[config.mk]
export PLATFORM = sky130hd
export DESIGN_NAME = tor_out_ctrl
export DESIGN_NICKNAME = d
export VERILOG_FILES = /design/src/hw/tor_pkg.sv /design/src/hw/tor_cnt.sv /design/src/hw/tor_out_ctrl.sv
export VERILOG_INCLUDE_DIRS = /design/src /design/src/hw
export SDC_FILE = /design/constraint.sdc
export NUM_CORES = 1
export LEC_CHECK = 0
export BUFFER_PORTS_ARGS = -buffer_cell sky130_fd_sc_hd__buf_2
export CORE_MARGIN = 2
export CORE_UTILIZATION = 40
export CTS_BUF_LIST = sky130_fd_sc_hd__clkbuf_4 sky130_fd_sc_hd__clkbuf_8
export DETAILED_ROUTE_END_ITERATION = 8
export HOLD_SLACK_MARGIN = 0.12
export PLACE_DENSITY = 0.59
export SYNTH_ARGS = -nofsm -noshare
export SYNTH_HDL_FRONTEND = slang
export SYNTH_HIERARCHICAL = 1
export SYNTH_SLANG_ARGS = --single-unit
export TNS_END_PERCENT = 5
[constraint.sdc]
create_clock -name clk_i -period 2.85 [get_ports clk_i]
set_clock_uncertainty 0.2 [all_clocks]
set_input_delay 0 -clock clk_i [delete_from_list [all_inputs] [get_ports clk_i]]
set_output_delay 0 -clock clk_i [all_outputs]
set_load 0.01 [all_outputs]
[src/hw/tor_consts.svh]
// register offsets, field positions, reset values and mode codes of the timer output block
`ifndef TOR_CONSTS_SVH
`define TOR_CONSTS_SVH
`define TOR_A_MODE 6'h00
`define TOR_A_START 6'h04
`define TOR_A_IOCTL 6'h08
`define TOR_A_OLCTL 6'h0C
`define TOR_A_OUTEN 6'h10
`define TOR_A_PERIOD 6'h14
`define TOR_A_CMP0 6'h18
`define TOR_A_CMP1 6'h1C
`define TOR_A_CMP2 6'h20
`define TOR_A_CMP3 6'h24
`define TOR_A_COUNT 6'h28
`define TOR_A_PFSEL 6'h2C
`define TOR_A_PDIR 6'h30
`define TOR_A_PORT_OUTPUT_VALUE 6'h34
`define TOR_A_STAT 6'h38
`define TOR_MC_NORMAL 3'h0
`define TOR_MC_PWM1 3'h1
`define TOR_MC_PWM2 3'h2
`define TOR_MC_PHASE 3'h3
`define TOR_MC_COMP 3'h4
`define TOR_MC_RSYNC 3'h5
`define TOR_OL_P 0
`define TOR_OL_N 1
`define TOR_OL_CYC 2
`define TOR_CNT_RST 16'h0000
`define TOR_PER_RST 16'hFFFF
`define TOR_CMP_RST 16'hFFFF
`endif

[src/hw/tor_pkg.sv]
// types shared by the timer output block
package tor_pkg;
  typedef enum logic [5:0]
  {
    m_normal = 6'h01,
    m_pwm1 = 6'h02,
    m_pwm2 = 6'h04,
    m_phase = 6'h08,
    m_comp = 6'h10,
    m_rsync = 6'h20
  } tor_mode_t;
  typedef struct packed {
    logic cyc;
    logic stb;
    logic we;
    logic [5:0] adr;
    logic [3:0] sel;
    logic [31:0] dat;
  } tor_wb_req_t;
  typedef struct packed {
    logic ack;
    logic [31:0] dat;
  } tor_wb_rsp_t;
  typedef struct packed {
    logic [6:0] lvl;
    logic [6:0] oe_n;
  } tor_pin_t;
endpackage

[src/hw/tor_cnt.sv]
// timer counter: sawtooth, triangle or quadrature counting
`timescale 1ns/10ps
`include "tor_consts.svh"
module tor_cnt import tor_pkg::*;
#(
  parameter int CW = 16
)
(
  input wire logic clk_i,
  input wire logic rst_i,
  input wire logic run_i,
  input wire logic tri_i,
  input wire logic wrap_i,
  input wire logic phase_i,
  input wire logic ph_a_i,
  input wire logic ph_b_i,
  input wire logic ld_i,
  input wire logic [CW-1:0] ld_val_i,
  input wire logic [CW-1:0] period_i,
  output logic [CW-1:0] cnt_o,
  output logic down_o
);
  logic [CW-1:0] cnt_reg;
  logic [CW-1:0] cnt_next;
  logic down_reg;
  logic down_next;
  logic pha_reg;
  wire ph_rise = ph_a_i & ~pha_reg;
  wire at_top = cnt_reg == period_i;
  wire at_zero = cnt_reg == '0;
  wire [CW-1:0] cnt_inc = cnt_reg + CW'(1);
  wire [CW-1:0] cnt_dec = cnt_reg - CW'(1);

  // a stopped counter holds its value, so a restart resumes where it left off
  always_comb
  begin
    cnt_next = cnt_reg;
    down_next = down_reg;
    if (ld_i)
      cnt_next = ld_val_i;
    else if (run_i)
    begin
      if (phase_i)
      begin
        if (ph_rise)
          cnt_next = ph_b_i ? cnt_dec : cnt_inc;
      end
      else if (tri_i)
      begin
        if (down_reg ? at_zero : at_top)
          down_next = ~down_reg;
        cnt_next = (down_reg ^ (down_reg ? at_zero : at_top)) ? cnt_dec : cnt_inc;
      end
      else
      begin
        down_next = 1'b0;
        cnt_next = (wrap_i && at_top) ? '0 : cnt_inc;
      end
    end
  end

  always_ff @(posedge clk_i)
  begin
    if (rst_i)
    begin
      cnt_reg <= `TOR_CNT_RST;
      down_reg <= 1'b0;
      pha_reg <= 1'b0;
    end
    else
    begin
      cnt_reg <= cnt_next;
      down_reg <= down_next;
      pha_reg <= ph_a_i;
    end
  end

  assign cnt_o = cnt_reg;
  assign down_o = down_reg;
endmodule

[src/hw/tor_out_ctrl.sv]
// timer waveform outputs with mode-change recovery levels and port muxing
//
// The Wishbone interface to the registers and the address map are this design's own decisions.
`timescale 1ns/10ps
// What this block does
// - reset: timer outputs low, pins high-impedance
// - PWM 1 drives no waveform on B/D
// - stopping complementary PWM gives its initial levels
// - stopping reset-sync PWM gives its initial levels
// - complementary to normal when stopped: all low
// - complementary to PWM 1 when stopped: low
// - reset-sync to normal/PWM 1: positive low, negative high, except pin 3 (D) low in PWM 1
// - reset-sync to complementary: cyclic pin low
// - complementary restart resumes held cycle and duty
// - complementary waveform changes at compare matches
// - reset-sync waveform changes at compare matches
// - normal/phase: match sets chosen I/O level
module tor_out_ctrl import tor_pkg::*;
#(
  parameter int CW = 16
)
(
  input wire logic clk_i,
  input wire logic rst_i,
  input wire tor_wb_req_t wb_i,
  output tor_wb_rsp_t wb_o,
  input wire logic ph_a_i,
  input wire logic ph_b_i,
  output tor_pin_t pin_o,
  output logic [6:0] wave_o
);
`include "tor_consts.svh"

  // ****************************************
  // helpers
  // ****************************************
  function automatic logic [31:0] wmerge(input logic [31:0] o, input logic [31:0] d,
                                         input logic [3:0] s);
    logic [31:0] r;
    r = o;
    for (int b = 0; b < 4; b++)
      if (s[b])
        r[8*b +: 8] = d[8*b +: 8];
    return r;
  endfunction

  // unknown mode codes leave the mode unchanged
  function automatic tor_mode_t dec_mode(input logic [2:0] c, input tor_mode_t cur);
    case (c)
      `TOR_MC_NORMAL: return m_normal;
      `TOR_MC_PWM1: return m_pwm1;
      `TOR_MC_PWM2: return m_pwm2;
      `TOR_MC_PHASE: return m_phase;
      `TOR_MC_COMP: return m_comp;
      `TOR_MC_RSYNC: return m_rsync;
      default: return cur;
    endcase
  endfunction

  function automatic logic [2:0] enc_mode(input tor_mode_t m);
    unique case (m)
      m_normal: return `TOR_MC_NORMAL;
      m_pwm1: return `TOR_MC_PWM1;
      m_pwm2: return `TOR_MC_PWM2;
      m_phase: return `TOR_MC_PHASE;
      m_comp: return `TOR_MC_COMP;
      m_rsync: return `TOR_MC_RSYNC;
    endcase
  endfunction

  // ****************************************
  // registers and bus decode
  // ****************************************
  tor_mode_t mode_reg;
  logic start_reg;
  logic [7:0] io_reg;
  logic [2:0] ol_reg;
  logic [6:0] oen_reg;
  logic [6:0] pfs_reg;
  logic [6:0] pdir_reg;
  logic [6:0] port_output_value_reg;
  logic [CW-1:0] per_reg;
  logic [CW-1:0] cmp_reg [4];
  logic [6:0] wave_reg;
  logic [6:0] wave_next;
  tor_pin_t pin_reg;
  tor_pin_t pin_next;
  tor_wb_rsp_t rsp_reg;
  logic [CW-1:0] cnt;
  logic down;
  logic [3:0] mt;
  logic [3:0] hit_cmp;

  wire req = wb_i.cyc & wb_i.stb;
  // a write lands on the edge where the master samples ack
  wire wr = req & wb_i.we & rsp_reg.ack;
  wire hit_mode = wb_i.adr == `TOR_A_MODE;
  wire hit_start = wb_i.adr == `TOR_A_START;
  wire hit_io = wb_i.adr == `TOR_A_IOCTL;
  wire hit_ol = wb_i.adr == `TOR_A_OLCTL;
  wire hit_oen = wb_i.adr == `TOR_A_OUTEN;
  wire hit_per = wb_i.adr == `TOR_A_PERIOD;
  wire hit_cnt = wb_i.adr == `TOR_A_COUNT;
  wire hit_pfs = wb_i.adr == `TOR_A_PFSEL;
  wire hit_pdir = wb_i.adr == `TOR_A_PDIR;
  wire hit_port_output_value = wb_i.adr == `TOR_A_PORT_OUTPUT_VALUE;
  wire hit_stat = wb_i.adr == `TOR_A_STAT;
  assign hit_cmp[0] = wb_i.adr == `TOR_A_CMP0;
  assign hit_cmp[1] = wb_i.adr == `TOR_A_CMP1;
  assign hit_cmp[2] = wb_i.adr == `TOR_A_CMP2;
  assign hit_cmp[3] = wb_i.adr == `TOR_A_CMP3;

  wire [31:0] mode_w = wmerge(32'(enc_mode(mode_reg)), wb_i.dat, wb_i.sel);
  wire [31:0] start_w = wmerge(32'(start_reg), wb_i.dat, wb_i.sel);
  wire [31:0] io_w = wmerge(32'(io_reg), wb_i.dat, wb_i.sel);
  wire tor_mode_t mode_new = dec_mode(mode_w[2:0], mode_reg);
  wire mode_wr = wr & hit_mode;
  wire io_wr = wr & hit_io;
  wire stop_evt = wr & hit_start & start_reg & ~start_w[0];
  wire is_pwm3 = (mode_reg == m_comp) || (mode_reg == m_rsync);
  wire new_plain = (mode_new == m_normal) || (mode_new == m_pwm1);
  wire at_top = cnt == per_reg;
  wire at_zero = cnt == '0;
  wire [6:0] init_lv = {1'b0, {3{~ol_reg[`TOR_OL_N]}}, {3{~ol_reg[`TOR_OL_P]}}};
  wire [6:0] en_mask = is_pwm3 ? oen_reg : 7'h7F;

  // compare matches exist only while counting
  generate
    for (genvar g = 0; g < 4; g++)
    begin : g_match
      assign mt[g] = start_reg && (cnt == cmp_reg[g]);
    end
  endgenerate

  wire [CW-1:0] cmp_rd = hit_cmp[0] ? cmp_reg[0] : hit_cmp[1] ? cmp_reg[1] :
                         hit_cmp[2] ? cmp_reg[2] : cmp_reg[3];
  wire [31:0] rd = hit_mode ? 32'(enc_mode(mode_reg)) :
                   hit_start ? 32'(start_reg) :
                   hit_io ? 32'(io_reg) :
                   hit_ol ? 32'(ol_reg) :
                   hit_oen ? 32'(oen_reg) :
                   hit_per ? 32'(per_reg) :
                   (|hit_cmp) ? 32'(cmp_rd) :
                   hit_cnt ? 32'(cnt) :
                   hit_pfs ? 32'(pfs_reg) :
                   hit_pdir ? 32'(pdir_reg) :
                   hit_port_output_value ? 32'(port_output_value_reg) :
                   hit_stat ? 32'({down, wave_reg}) : 32'h0000_0000;

  always_ff @(posedge clk_i)
  begin
    if (rst_i)
      rsp_reg <= '0;
    else
    begin
      rsp_reg.ack <= req & ~rsp_reg.ack;
      rsp_reg.dat <= req ? rd : 32'h0000_0000;
    end
  end

  // cycle and duty survive a stop; only software rewrites them
  always_ff @(posedge clk_i)
  begin
    if (rst_i)
    begin
      mode_reg <= m_normal;
      start_reg <= 1'b0;
      io_reg <= 8'h00;
      ol_reg <= 3'h0;
      oen_reg <= 7'h00;
      per_reg <= `TOR_PER_RST;
      pfs_reg <= 7'h00;
      pdir_reg <= 7'h00;
      port_output_value_reg <= 7'h00;
      for (int i = 0; i < 4; i++)
        cmp_reg[i] <= `TOR_CMP_RST;
    end
    else if (wr)
    begin
      if (hit_mode)
        mode_reg <= mode_new;
      if (hit_start)
        start_reg <= start_w[0];
      if (hit_io)
        io_reg <= io_w[7:0];
      if (hit_ol)
        ol_reg <= 3'(wmerge(32'(ol_reg), wb_i.dat, wb_i.sel));
      if (hit_oen)
        oen_reg <= 7'(wmerge(32'(oen_reg), wb_i.dat, wb_i.sel));
      if (hit_per)
        per_reg <= CW'(wmerge(32'(per_reg), wb_i.dat, wb_i.sel));
      if (hit_pfs)
        pfs_reg <= 7'(wmerge(32'(pfs_reg), wb_i.dat, wb_i.sel));
      if (hit_pdir)
        pdir_reg <= 7'(wmerge(32'(pdir_reg), wb_i.dat, wb_i.sel));
      if (hit_port_output_value)
        port_output_value_reg <= 7'(wmerge(32'(port_output_value_reg), wb_i.dat, wb_i.sel));
      for (int i = 0; i < 4; i++)
        if (hit_cmp[i])
          cmp_reg[i] <= CW'(wmerge(32'(cmp_reg[i]), wb_i.dat, wb_i.sel));
    end
  end

  tor_cnt #(.CW(CW)) u_cnt (
    .clk_i(clk_i),
    .rst_i(rst_i),
    .run_i(start_reg),
    .tri_i(mode_reg == m_comp),
    .wrap_i(mode_reg != m_normal),
    .phase_i(mode_reg == m_phase),
    .ph_a_i(ph_a_i),
    .ph_b_i(ph_b_i),
    .ld_i(wr & hit_cnt),
    .ld_val_i(CW'(wmerge(32'(cnt), wb_i.dat, wb_i.sel))),
    .period_i(per_reg),
    .cnt_o(cnt),
    .down_o(down)
  );

  // ****************************************
  // waveform levels
  // ****************************************
  // pins 0..3 are channel A..D; in the three-phase modes 0..2 are positive,
  // 3..5 negative and 6 is the cyclic output
  always_comb
  begin
    wave_next = wave_reg;
    if (io_wr)
      for (int i = 0; i < 4; i++)
        wave_next[i] = io_w[2*i];
    if (stop_evt && is_pwm3)
      wave_next = init_lv;
    else if (mode_wr && !start_reg)
    begin
      if (mode_reg == m_comp && new_plain)
        wave_next = 7'h00;
      if (mode_reg == m_rsync && new_plain)
        wave_next = 7'h38;
      if (mode_reg == m_rsync && mode_new == m_comp)
        wave_next[6] = 1'b0;
    end
    else if (start_reg)
    begin
      unique case (mode_reg)
        m_normal, m_phase:
          for (int i = 0; i < 4; i++)
            if (mt[i])
              wave_next[i] = io_reg[2*i+1];
        m_pwm1:
          for (int i = 0; i < 4; i += 2)
          begin
            if (mt[i])
              wave_next[i] = io_reg[2*i+1];
            if (mt[i+1])
              wave_next[i] = io_reg[2*i];
          end
        m_pwm2:
          for (int i = 1; i < 4; i++)
          begin
            if (at_top)
              wave_next[i] = io_reg[2*i];
            if (mt[i])
              wave_next[i] = io_reg[2*i+1];
          end
        m_comp:
        begin
          for (int i = 0; i < 3; i++)
            if (mt[i])
            begin
              wave_next[i] = down ^ ol_reg[`TOR_OL_P];
              wave_next[i+3] = ~down ^ ol_reg[`TOR_OL_N];
            end
          if (ol_reg[`TOR_OL_CYC] && at_top)
            wave_next[6] = 1'b1;
          if (ol_reg[`TOR_OL_CYC] && at_zero)
            wave_next[6] = 1'b0;
        end
        m_rsync:
        begin
          if (at_top)
            wave_next = {ol_reg[`TOR_OL_CYC], {3{~ol_reg[`TOR_OL_N]}},
                         {3{ol_reg[`TOR_OL_P]}}};
          for (int i = 0; i < 3; i++)
            if (mt[i])
            begin
              wave_next[i] = ~ol_reg[`TOR_OL_P];
              wave_next[i+3] = ol_reg[`TOR_OL_N];
            end
          if (mt[0])
            wave_next[6] = 1'b0;
        end
      endcase
    end
    // cycle-register pins carry no waveform
    if (mode_reg == m_pwm1)
    begin
      wave_next[1] = 1'b0;
      wave_next[3] = 1'b0;
    end
    if (mode_reg == m_pwm2)
      wave_next[0] = 1'b0;
  end

  // port mux: unassigned pins float until software picks timer or port
  assign pin_next.lvl = (pfs_reg & wave_next & en_mask) | (~pfs_reg & port_output_value_reg);
  assign pin_next.oe_n = ~(pfs_reg | pdir_reg);

  always_ff @(posedge clk_i)
  begin
    if (rst_i)
    begin
      wave_reg <= 7'h00;
      pin_reg <= '{lvl: 7'h00, oe_n: 7'h7F};
    end
    else
    begin
      wave_reg <= wave_next;
      pin_reg <= pin_next;
    end
  end

  assign wave_o = wave_reg;
  assign pin_o = pin_reg;
  assign wb_o = rsp_reg;
endmodule

==> results of run 1 <==
==> worst reg2reg max path, delay by kind of cell (launching register included) <==
kind	cells	cell delay (ns)
AND/OR/NAND/NOR	4	1.35
flip-flops	1	0.43
AO/OA/AOI/OAI	3	0.30
multiplexers	1	0.25
buffers and inverters	1	0.17
XOR/XNOR	1	0.16
==> worst max path at each step <==
stage,start,to,slack (ns),cells after the start
2_1_floorplan,u_cnt/cnt_o[15],pin_o[9],0.04,11
3_3_place_gp,cmp_reg[2][11],pin_o[9],-0.13,11
3_5_place_dp,cmp_reg[2][11],pin_o[9],-0.17,11
4_1_cts,cmp_reg[2][9],pin_o[9],-0.19,11
5_1_grt,cmp_reg[2][9],pin_o[9],-0.25,10
6_report,cmp_reg[2][9],pin_o[9],-0.11,10
==> Yosys cell counts, drive strengths merged (12+ instances only) <==
cell type,count,area [µm²]
nand2,159,596.8
mux2i,36,360.4
nand4,24,162.7
xor2,65,569.3
mux2,19,217.7
nand3,55,275.3
o21bai,16,120.1
edfxtp,64,1922
nand2b,13,81.33
o21ai,68,340.3
clkbuf,74,277.8
a21oi,89,456.7
nor2,103,389.1
nor2b,14,87.58
o211ai,12,95.09
a211oi,16,125.1
nor3,30,166.4
nor4,29,212.7
or3,73,456.7
xnor2,49,429.2
buf,56,345.3
dfxtp,118,2362
a222oi,15,150.1
inv,31,116.4
==> through the flow <==
stage,util [%],TNS [ns]
after detailed placement,46.73,-0.4158
after CTS,49.47,-0.4553
final,50.12,-0.2526
after global routing,50.12,-1.428
after floorplan,-,0
after global placement,46.73,-0.3462
==> final cells by class <==
cell class                      instances  area [µm²]  share of cell area (%)
Multi-Input combinational cell       1055        6802                   47.54
Sequential cell                       182        4294                   30.01
Timing Repair Buffer                  298        2226                   15.56
Tap cell                              384       480.5                   3.358
Clock buffer                           22       290.3                   2.029
Inverter                               31       116.4                  0.8133
Clock inverter                         10       98.84                  0.6909
==> metal layers <==
layer	track usage (%)	share of wire, %
met3	5.643	8.3
met4	9.244	2.9
met1	38.85	44
met5	0	0
met2	43.54	45
==> where the power goes <==
part / switching (W) / leakage [nW] / total (W) / internal (W)
combinational: 0.000244 / 3.55 / 0.000383 / 0.000139
sequential: 0.00000790 / 1.42 / 0.00270 / 0.00269
clock: 0.00100 / 0.204 / 0.00179 / 0.000786
total: 0.00125 / 5.17 / 0.00487 / 0.00361
==> kinds of logic (layout without fill, tap and decap cells) <==
kind of cell	Yosys count	after routing	synth area share, %
other	1	16	0.03243
buffers and inverters	161	361	6.394
multiplexers	55	55	4.998
AO/OA/AOI/OAI	322	322	18.63
AND/OR/NAND/NOR	545	545	23.94
flip-flops	182	182	37.04
XOR/XNOR	114	114	8.634
adder cells (fa/ha/maj)	3	3	0.3246
==> timing repair <==
action	in CTS	in global routing
hold endpoints to repair	176	0
hold buffers	36	0
gates resized for setup	8	43
pin swaps	3	9
endpoints found under the setup margin	10	34
buffers inserted	1	1
==> summary.md, run 1 <==
| Metric | Value |
|---|---|
| RSZ-0062 raised after global routing | true |
| Share of layout cells above drive strength 1 | 23.53% |
| DP Wirelength | 31990 µm |
| Die span in x | 174.0 µm |
| I/O pin count | ~100 |
| Final Instance Area | 14310 µm² |
| Crit-path cells | xor2_1 > nor4_1 > buf_4 > nand3_2 > or4_4 > mux2_4 > a21oi_1 > or4b_1 > a21oi_2 > o31ai_1 |
| GP Congestion | 0.9690 |
| H-tree level count | 4 |
| Seq cells post-synth | about 180 |
| Clk buf depth | 2 |
| Clock net sink count | roughly 180 |
| Max reg flops | 64 |
| Final wirelength | 42850 µm |
| Starting DRC count in detailed routing | 1284 |
| Fin. Hold Viols | 0 |
| Pwr Total | 0.004867 W |
| Placed Area | 13340 µm² |
| Pre-Repair DR Iteration Count | 7 |
| Post-synthesis sequential area ratio | 37.04% |
| Number of port buffers | approximately 70 |
| Placed insts | 1913 |
| Row cnt | 62 |
| Worst flop-to-flop path endpoint | pin_o[9] |
| # setup viols final | 3 |
| Detail Route Antenna Nets | 0 |
| Post-synth cell types | 84 |
| Status | finished, violations left |
| WHS Path Cells | 3 |
| Crit path max fanout | 8 |
| Nets | 1637 |
| Worst hold-check path type | primary input to register |
| Synth Flop Type | dfxtp_1 |
| WHS | 0.1786 ns |
| Die Footprint | about 30000 µm² |
| Antenna violations before repair | 0 |
| WP data arrival | 3.14 ns |
| Setup crit start kind | register |
| Total GRT Usage | 27.98% |
| DR vias | 11.63k |
| Lkg Pwr | 5.169 nW |
| DRC violations left | 0 |
| Worst skew pair latency | 0.50 ns |
| Reg clk slew, reported paths | 0.09 ns |
| Syn Area/Cell | 8.362 µm² |
| TritonCTS buffer count | 17 |
| Most common cell after layout, fill and taps aside | buf_4 |
| Post-Synthesis Cells | 1383 |
| Slowest stage delay, CP | roughly 0.52 ns |
| Power Density | around 340 nW/µm² |
| Pins over their slew limit | 0 |
| CP bufs+invs | 1 |
| ANT cells | 0 |
| Post-synth EDFFs | 64 |
| Worst EP required | a little over 3 ns |
| Non-Filler Instances | 1982 |
| Wire per inst | 21.62 µm |
| Relative slew slack | 58.32% |
| VDD IR max | 220.0 µV |
| Synthesis-to-finish area growth | 23.72% |
| Crit path kind | register to register |
| Synth async-reset ratio | 0% |
| Pre-CTS setup slack | -0.1663 ns |
| Filler instances | approximately 2.9k |
| FF-to-FF Start | cmp_reg[2][9] |
| Fin crit period | 2.961 ns |
| Root Driver | clkbuf_8 |
| Commonest cells after routing, fill and taps aside | 189 x buf_4, 158 x nand2_1, 110 x dfxtp_1 |
| Vias in the first global route | 10.79k |
| MaxCap Viol Count | 0 |
| Gr ovfl total | 0 |
| Crit path max-delay family | simple AND/OR/NAND/NOR gates |
| Via density | 5.867 |
| Worst setup EP type | register |
| Die height | 174.0 µm |
| First-pass GRT wire length | 64850 µm |
| Core Area | 28550 µm² |
| Final setup margin | -0.1109 ns |
| Syn Std Cell Area | 11560 µm² |
| Max Freq | 0.3377 GHz |
| Hold Path End | per_reg[11] |
| Final period util | 103.9% |
| Failing checks | negative setup slack |
| Largest net degree at the start of global routing | 65 |
| Worst-margin pin slew | 0.6187 ns |
| Min-delay src | wb_i[11] |
| Initial core utilization | between 40% and 50% |
| CTS tree | done |
| Cells on worst reg2reg path | 10 |
| Crit path max-delay cell type | or4_4 |
| Total of warnings raised by yosys | 6 |
| Internal reg-to-reg setup slack | -0.11 ns |
(Power assumes the default switching activity.)
==> run 2: changes to the inputs <==
--- a/config.mk
+++ b/config.mk
@@ -7,7 +7,7 @@
 export NUM_CORES = 1
 export LEC_CHECK = 0
 export BUFFER_PORTS_ARGS = -buffer_cell sky130_fd_sc_hd__buf_2
-export CORE_MARGIN = 2
+export CORE_MARGIN = 5
 export CORE_UTILIZATION = 40
 export CTS_BUF_LIST = sky130_fd_sc_hd__clkbuf_4 sky130_fd_sc_hd__clkbuf_8
 export DETAILED_ROUTE_END_ITERATION = 8
==> summary.md, run 2 (same netlist as run 1, synthesis figures left out) <==
| Metric | Value |
|---|---|
| Lkg Pwr | 5.030 nW |
| Worst EP required | approximately 3.0 ns |
| Max Freq | 0.3423 GHz |
| Placed Area | roughly 13000 µm² |
| Largest net degree at the start of global routing | 65 |
| I/O pin count | 103 |
| DP Wirelength | approximately 32000 µm |
| Pwr Total | 0.004986 W |
| Crit-path cells | xor2_1 > nor4_2 > nand3_1 > or4_4 > mux2_4 > a21oi_1 > or4b_1 > a21oi_2 > o31ai_1 |
| GP Congestion | ~1.0 |
| Core Area | 28630 µm² |
| Die span in x | ~180 µm |
| Min-delay src | wb_i[11] |
| Most common cell after layout, fill and taps aside | buf_4 |
| Pins over their slew limit | 0 |
| Nets | 1616 |
| WP data arrival | 3.09 ns |
| FF-to-FF Start | cmp_reg[2][9] |
| Slowest stage delay, CP | 0.53 ns |
| Worst setup EP type | register |
| Area of the multi-input gates | 6714 µm² |
| Vias in the first global route | roughly 11k |
| Gr ovfl total | 0 |
| Worst flop-to-flop path endpoint | pin_o[9] |
| Status | finished, violations left |
| Wire per inst | 21.80 µm |
| Clk buf depth | 2 |
| Root Driver | clkbuf_8 |
| Filler instances | 2761 |
| ANT cells | 0 |
| Failing checks | negative setup slack |
| TritonCTS buffer count | 17 |
| DRC violations left | 0 |
| Commonest cells after routing, fill and taps aside | 163 x buf_4, 159 x nand2_1, 109 x dfxtp_1 |
| Max reg flops | 64 |
| Total GRT Usage | 25.64% |
| Crit path max fanout | 8 |
| Detail Route Antenna Nets | 0 |
| Final setup margin | -0.07182 ns |
| WHS Path Cells | 3 |
| Via density | about 5.9 |
| Number of port buffers | 68 |
| VDD IR max | 229.9 µV |
| Antenna violations before repair | 0 |
| Die height | 180.0 µm |
| Register area | roughly 4300 µm² |
| Starting DRC count in detailed routing | 1521 |
| Relative slew slack | a little over half |
| Power Density | 353.2 nW/µm² |
| Die Footprint | 32410 µm² |
| Clock net sink count | around 180 |
| Synthesis-to-finish area growth | 22.08% |
| Fin crit period | 2.922 ns |
| Final Instance Area | 14120 µm² |
| Worst skew pair latency | 0.50 ns |
| Hold Path End | per_reg[11] |
| Row cnt | 62 |
| Final wirelength | 42760 µm |
| Initial core utilization | 40.40% |
| Internal reg-to-reg setup slack | -0.07 ns |
| Fin. Hold Viols | 0 |
| Final period util | 102.5% |
| First-pass GRT wire length | 66160 µm |
| Crit path kind | register to register |
| Reg clk slew, reported paths | 0.09 ns |
| H-tree level count | 4 |
| Crit path max-delay family | simple AND/OR/NAND/NOR gates |
| Final setup TNS | -0.1720 ns |
| Setup crit start kind | register |
| MaxCap Viol Count | 0 |
| DR vias | 11.60k |
| Worst-margin pin slew | 0.6787 ns |
| Cells on worst reg2reg path | 9 |
| # setup viols final | 4 |
| Pre-Repair DR Iteration Count | 6 |
| Crit path max-delay cell type | or4_4 |
| Share of layout cells above drive strength 1 | a little over a fifth |
| CTS tree | done |
| CP bufs+invs | 0 |
| RSZ-0062 raised after global routing | true |
| Worst hold-check path type | primary input to register |
run 2: metal layers:
layer	track usage, %	vias to the layer above	part of all wire, %
met5	0	-	0
met4	7.562	0	2.9
met3	4.138	82	7.3
met2	39.66	530	45
met1	37.08	5628	45
li1	-	5360	-
run 2: stage by stage:
stage,worst slack (ns),hold slack (ns),utilization (%),instances
after detailed placement,-0.2676,0.03536,46.00,1890
after floorplan,0.03579,-0.08214,-,1398
final,-0.07182,0.1895,49.32,1961
after CTS,-0.1146,0.1485,49.04,1961
after global routing,-0.2054,0.1875,49.32,1961
after global placement,-0.2627,0.02560,46.00,1890
run 2: how the worst max path moves through the flow:
stage | startpoint | slack, ns | cells past startpoint | endpoint
floorplan | u_cnt/cnt_o[15] | 0.04 | 11 | pin_o[9]
detailed placement | cmp_reg[2][15] | -0.27 | 11 | pin_o[9]
finish | cmp_reg[2][9] | -0.07 | 9 | pin_o[9]
global placement | cmp_reg[2][11] | -0.26 | 11 | pin_o[9]
CTS | cmp_reg[2][11] | -0.11 | 10 | pin_o[9]
global route | cmp_reg[2][9] | -0.21 | 9 | pin_o[9]
run 2: layout make-up:
cell class | instances | area share, %
clock buffers | 23 | 2.198
flip-flops and latches | 182 | 30.44
inverters | 31 | 0.8242
repair buffers | 277 | 14.77
well taps | 384 | 3.403
clock inverters | 9 | 0.8065
multi-input cells | 1055 | 47.55
run 2: power by group:
part,switching (W),internal (W),leakage (nW),total [W]
Combinational,0.000247,0.000141,3.40,0.000389
Clock,0.000989,0.000915,0.217,0.00190
Sequential,0.00000758,0.00269,1.42,0.00269
Total,0.00124,0.00374,5.03,0.00499
run 2: worst min-delay path, cell delays in order:
cell	delay, ns
dlygate4sd3_1	0.52
buf_2	0.19
a211o_1	0.14
run 2: what timing repair did:
item	4_1_cts	5_1_grt
pin swaps	5	7
setup buffers	0	1
hold buffers	40	0
resized for setup	11	31
hold endpoints to repair	167	0
setup endpoints to repair	14	38
==> run 3: changes to the inputs <==
--- a/config.mk
+++ b/config.mk
@@ -13,6 +13,7 @@
 export DETAILED_ROUTE_END_ITERATION = 8
 export HOLD_SLACK_MARGIN = 0.12
 export PLACE_DENSITY = 0.59
+export SKIP_CTS_REPAIR_TIMING = 1
 export SYNTH_ARGS = -nofsm -noshare
 export SYNTH_HDL_FRONTEND = slang
 export SYNTH_HIERARCHICAL = 1
==> summary.md, run 3 (same netlist as run 1, synthesis figures left out) <==
| Metric | Value |
|---|---|
| GP Congestion | 1.008 |
| Pins over their slew limit | 0 |
| Synthesis-to-finish area growth | 21.71% |
| Area of the multi-input gates | 6676 µm² |
| Via density | 5.882 |
| Antenna violations before repair | 1 |
| Commonest cells after routing, fill and taps aside | 165 x buf_4, 158 x nand2_1, 114 x dfxtp_1 |
| Placed Area | 13170 µm² |
| Gr ovfl total | 0 |
| TritonCTS buffer count | 17 |
| Lkg Pwr | 5.011 nW |
| Worst-margin pin slew | 0.6590 ns |
| Worst skew pair latency | 0.49 ns |
| Largest net degree at the start of global routing | 65 |
| # setup viols final | 8 |
| Util after Layout | 49.17% |
| Root Driver | clkbuf_8 |
| Met3 routed WL | 3279 µm |
| Register area | 4292 µm² |
| Final wirelength | 42650 µm |
| Crit path max fanout | 8 |
| Worst hold-check path type | primary input to register |
| Total GRT Usage | 25.32% |
| Worst setup EP type | register |
| DP Wirelength | about 32000 µm |
| Final Instance Area | about 14000 µm² |
| I/O pin count | 103 |
| Die Footprint | approximately 32000 µm² |
| Crit path max-delay cell type | or4b_1 |
| Crit path kind | register to register |
| DRC violations left | 0 |
| Nets | 1617 |
| Worst EP required | about 3.0 ns |
| H-tree level count | 4 |
| MaxCap Viol Count | 0 |
| Final setup margin | -0.2302 ns |
| Internal reg-to-reg setup slack | -0.23 ns |
| RSZ-0062 raised after global routing | true |
| Pre-Repair DR Iteration Count | 9 |
| Most common cell after layout, fill and taps aside | buf_4 |
| Max Freq | 0.3247 GHz |
| Initial core utilization | 40.40% |
| Vias in the first global route | 10.62k |
| Die height | approximately 180 µm |
| Die span in x | 180.0 µm |
| WP data arrival | around 3.3 ns |
| Max reg flops | between 60 and 70 |
| Final period util | 108.1% |
| DR vias | 11.54k |
| Clk buf depth | 2 |
| Starting DRC count in detailed routing | 1433 |
| Wire length on met2 | around 19000 µm |
| Reg clk slew, reported paths | 0.10 ns |
| Wire per inst | about 22 µm |
| Number of port buffers | 68 |
| Clock net sink count | ~180 |
| Row cnt | 62 |
| VDD IR max | 226.9 µV |
| Metal1 wirelength | about 19000 µm |
| Setup crit start kind | register |
| Fin crit period | 3.080 ns |
| DR top layer | met5 |
| First-pass GRT wire length | 65200 µm |
| ANT cells | 0 |
| CTS tree | done |
| Relative slew slack | 55.60% |
| Fin. Hold Viols | 0 |
| WHS | 0.1173 ns |
| Crit-path cells | xor2_1 > nor4_2 > buf_4 > nand3_1 > or4_4 > buf_6 > mux2_2 > a21oi_1 > or4b_1 > a21oi_2 > o31ai_1 |
| Core Area | 28630 µm² |
| Power Density | between 300 and 400 nW/µm² |
| Detail Route Antenna Nets | 0 |
| Failing checks | negative setup slack |
| Filler instances | roughly 2.8k |
| Share of layout cells above drive strength 1 | 21.17% |
| Status | finished, violations left |
| Slowest stage delay, CP | 0.48 ns |
## run 3: critical path, delay by kind of cell, from the launching register on
family	cells	cell delay (ns)
compound gates	3	0.32
xor+xnor	1	0.17
buf+inv	2	0.32
flops	1	0.41
mux	1	0.23
simple gates	4	1.32
## run 3: cell type report
class / count / share of cell area, %
repair buffers: 278 / 14.83
flip-flops and latches: 182 / 30.49
multi-input cells: 1055 / 47.43
well taps: 384 / 3.413
inverters: 31 / 0.8267
clock inverters: 9 / 0.8089
clock buffers: 23 / 2.204
## run 3: path summary, 6_finish.rpt
path,from,end,cells past startpoint
setup reg to reg,cmp_reg[2][11],pin_o[9],11
hold / removal,wb_i[42],u_cnt/cnt_o[0],7
hold reg to reg,port_output_value_reg[6],port_output_value_reg[6],2
setup / recovery,cmp_reg[2][11],pin_o[9],11
## run 3: metrics by stage
| stage | setup WS [ns] | TNS [ns] | instances | power, W |
|---|---|---|---|---|
| 6_report | -0.2302 | -0.7807 | 1962 | 0.004978 |
| 2_1_floorplan | 0.03579 | 0 | 1398 | 0.002955 |
| 4_1_cts | -0.2853 | -1.645 | 1922 | 0.004965 |
| 3_3_place_gp | -0.2627 | -1.013 | 1890 | 0.003093 |
| 5_1_grt | -0.3624 | -2.584 | 1962 | 0.005143 |
| 3_5_place_dp | -0.2676 | -1.299 | 1890 | 0.003095 |
## run 3: report_power, final
part / switching [W] / internal (W) / total, W
logic: 0.000246 / 0.000138 / 0.000384
registers: 0.00000765 / 0.00269 / 0.00269
clock network: 0.000985 / 0.000915 / 0.00190
total: 0.00124 / 0.00374 / 0.00498
## run 3: per-layer routing
layer / track usage [%] / vias up
li1: - / 5355
met1: 36.78 / 5527
met5: 0 / -
met2: 38.96 / 561
met3: 4.037 / 96
met4: 7.502 / 2
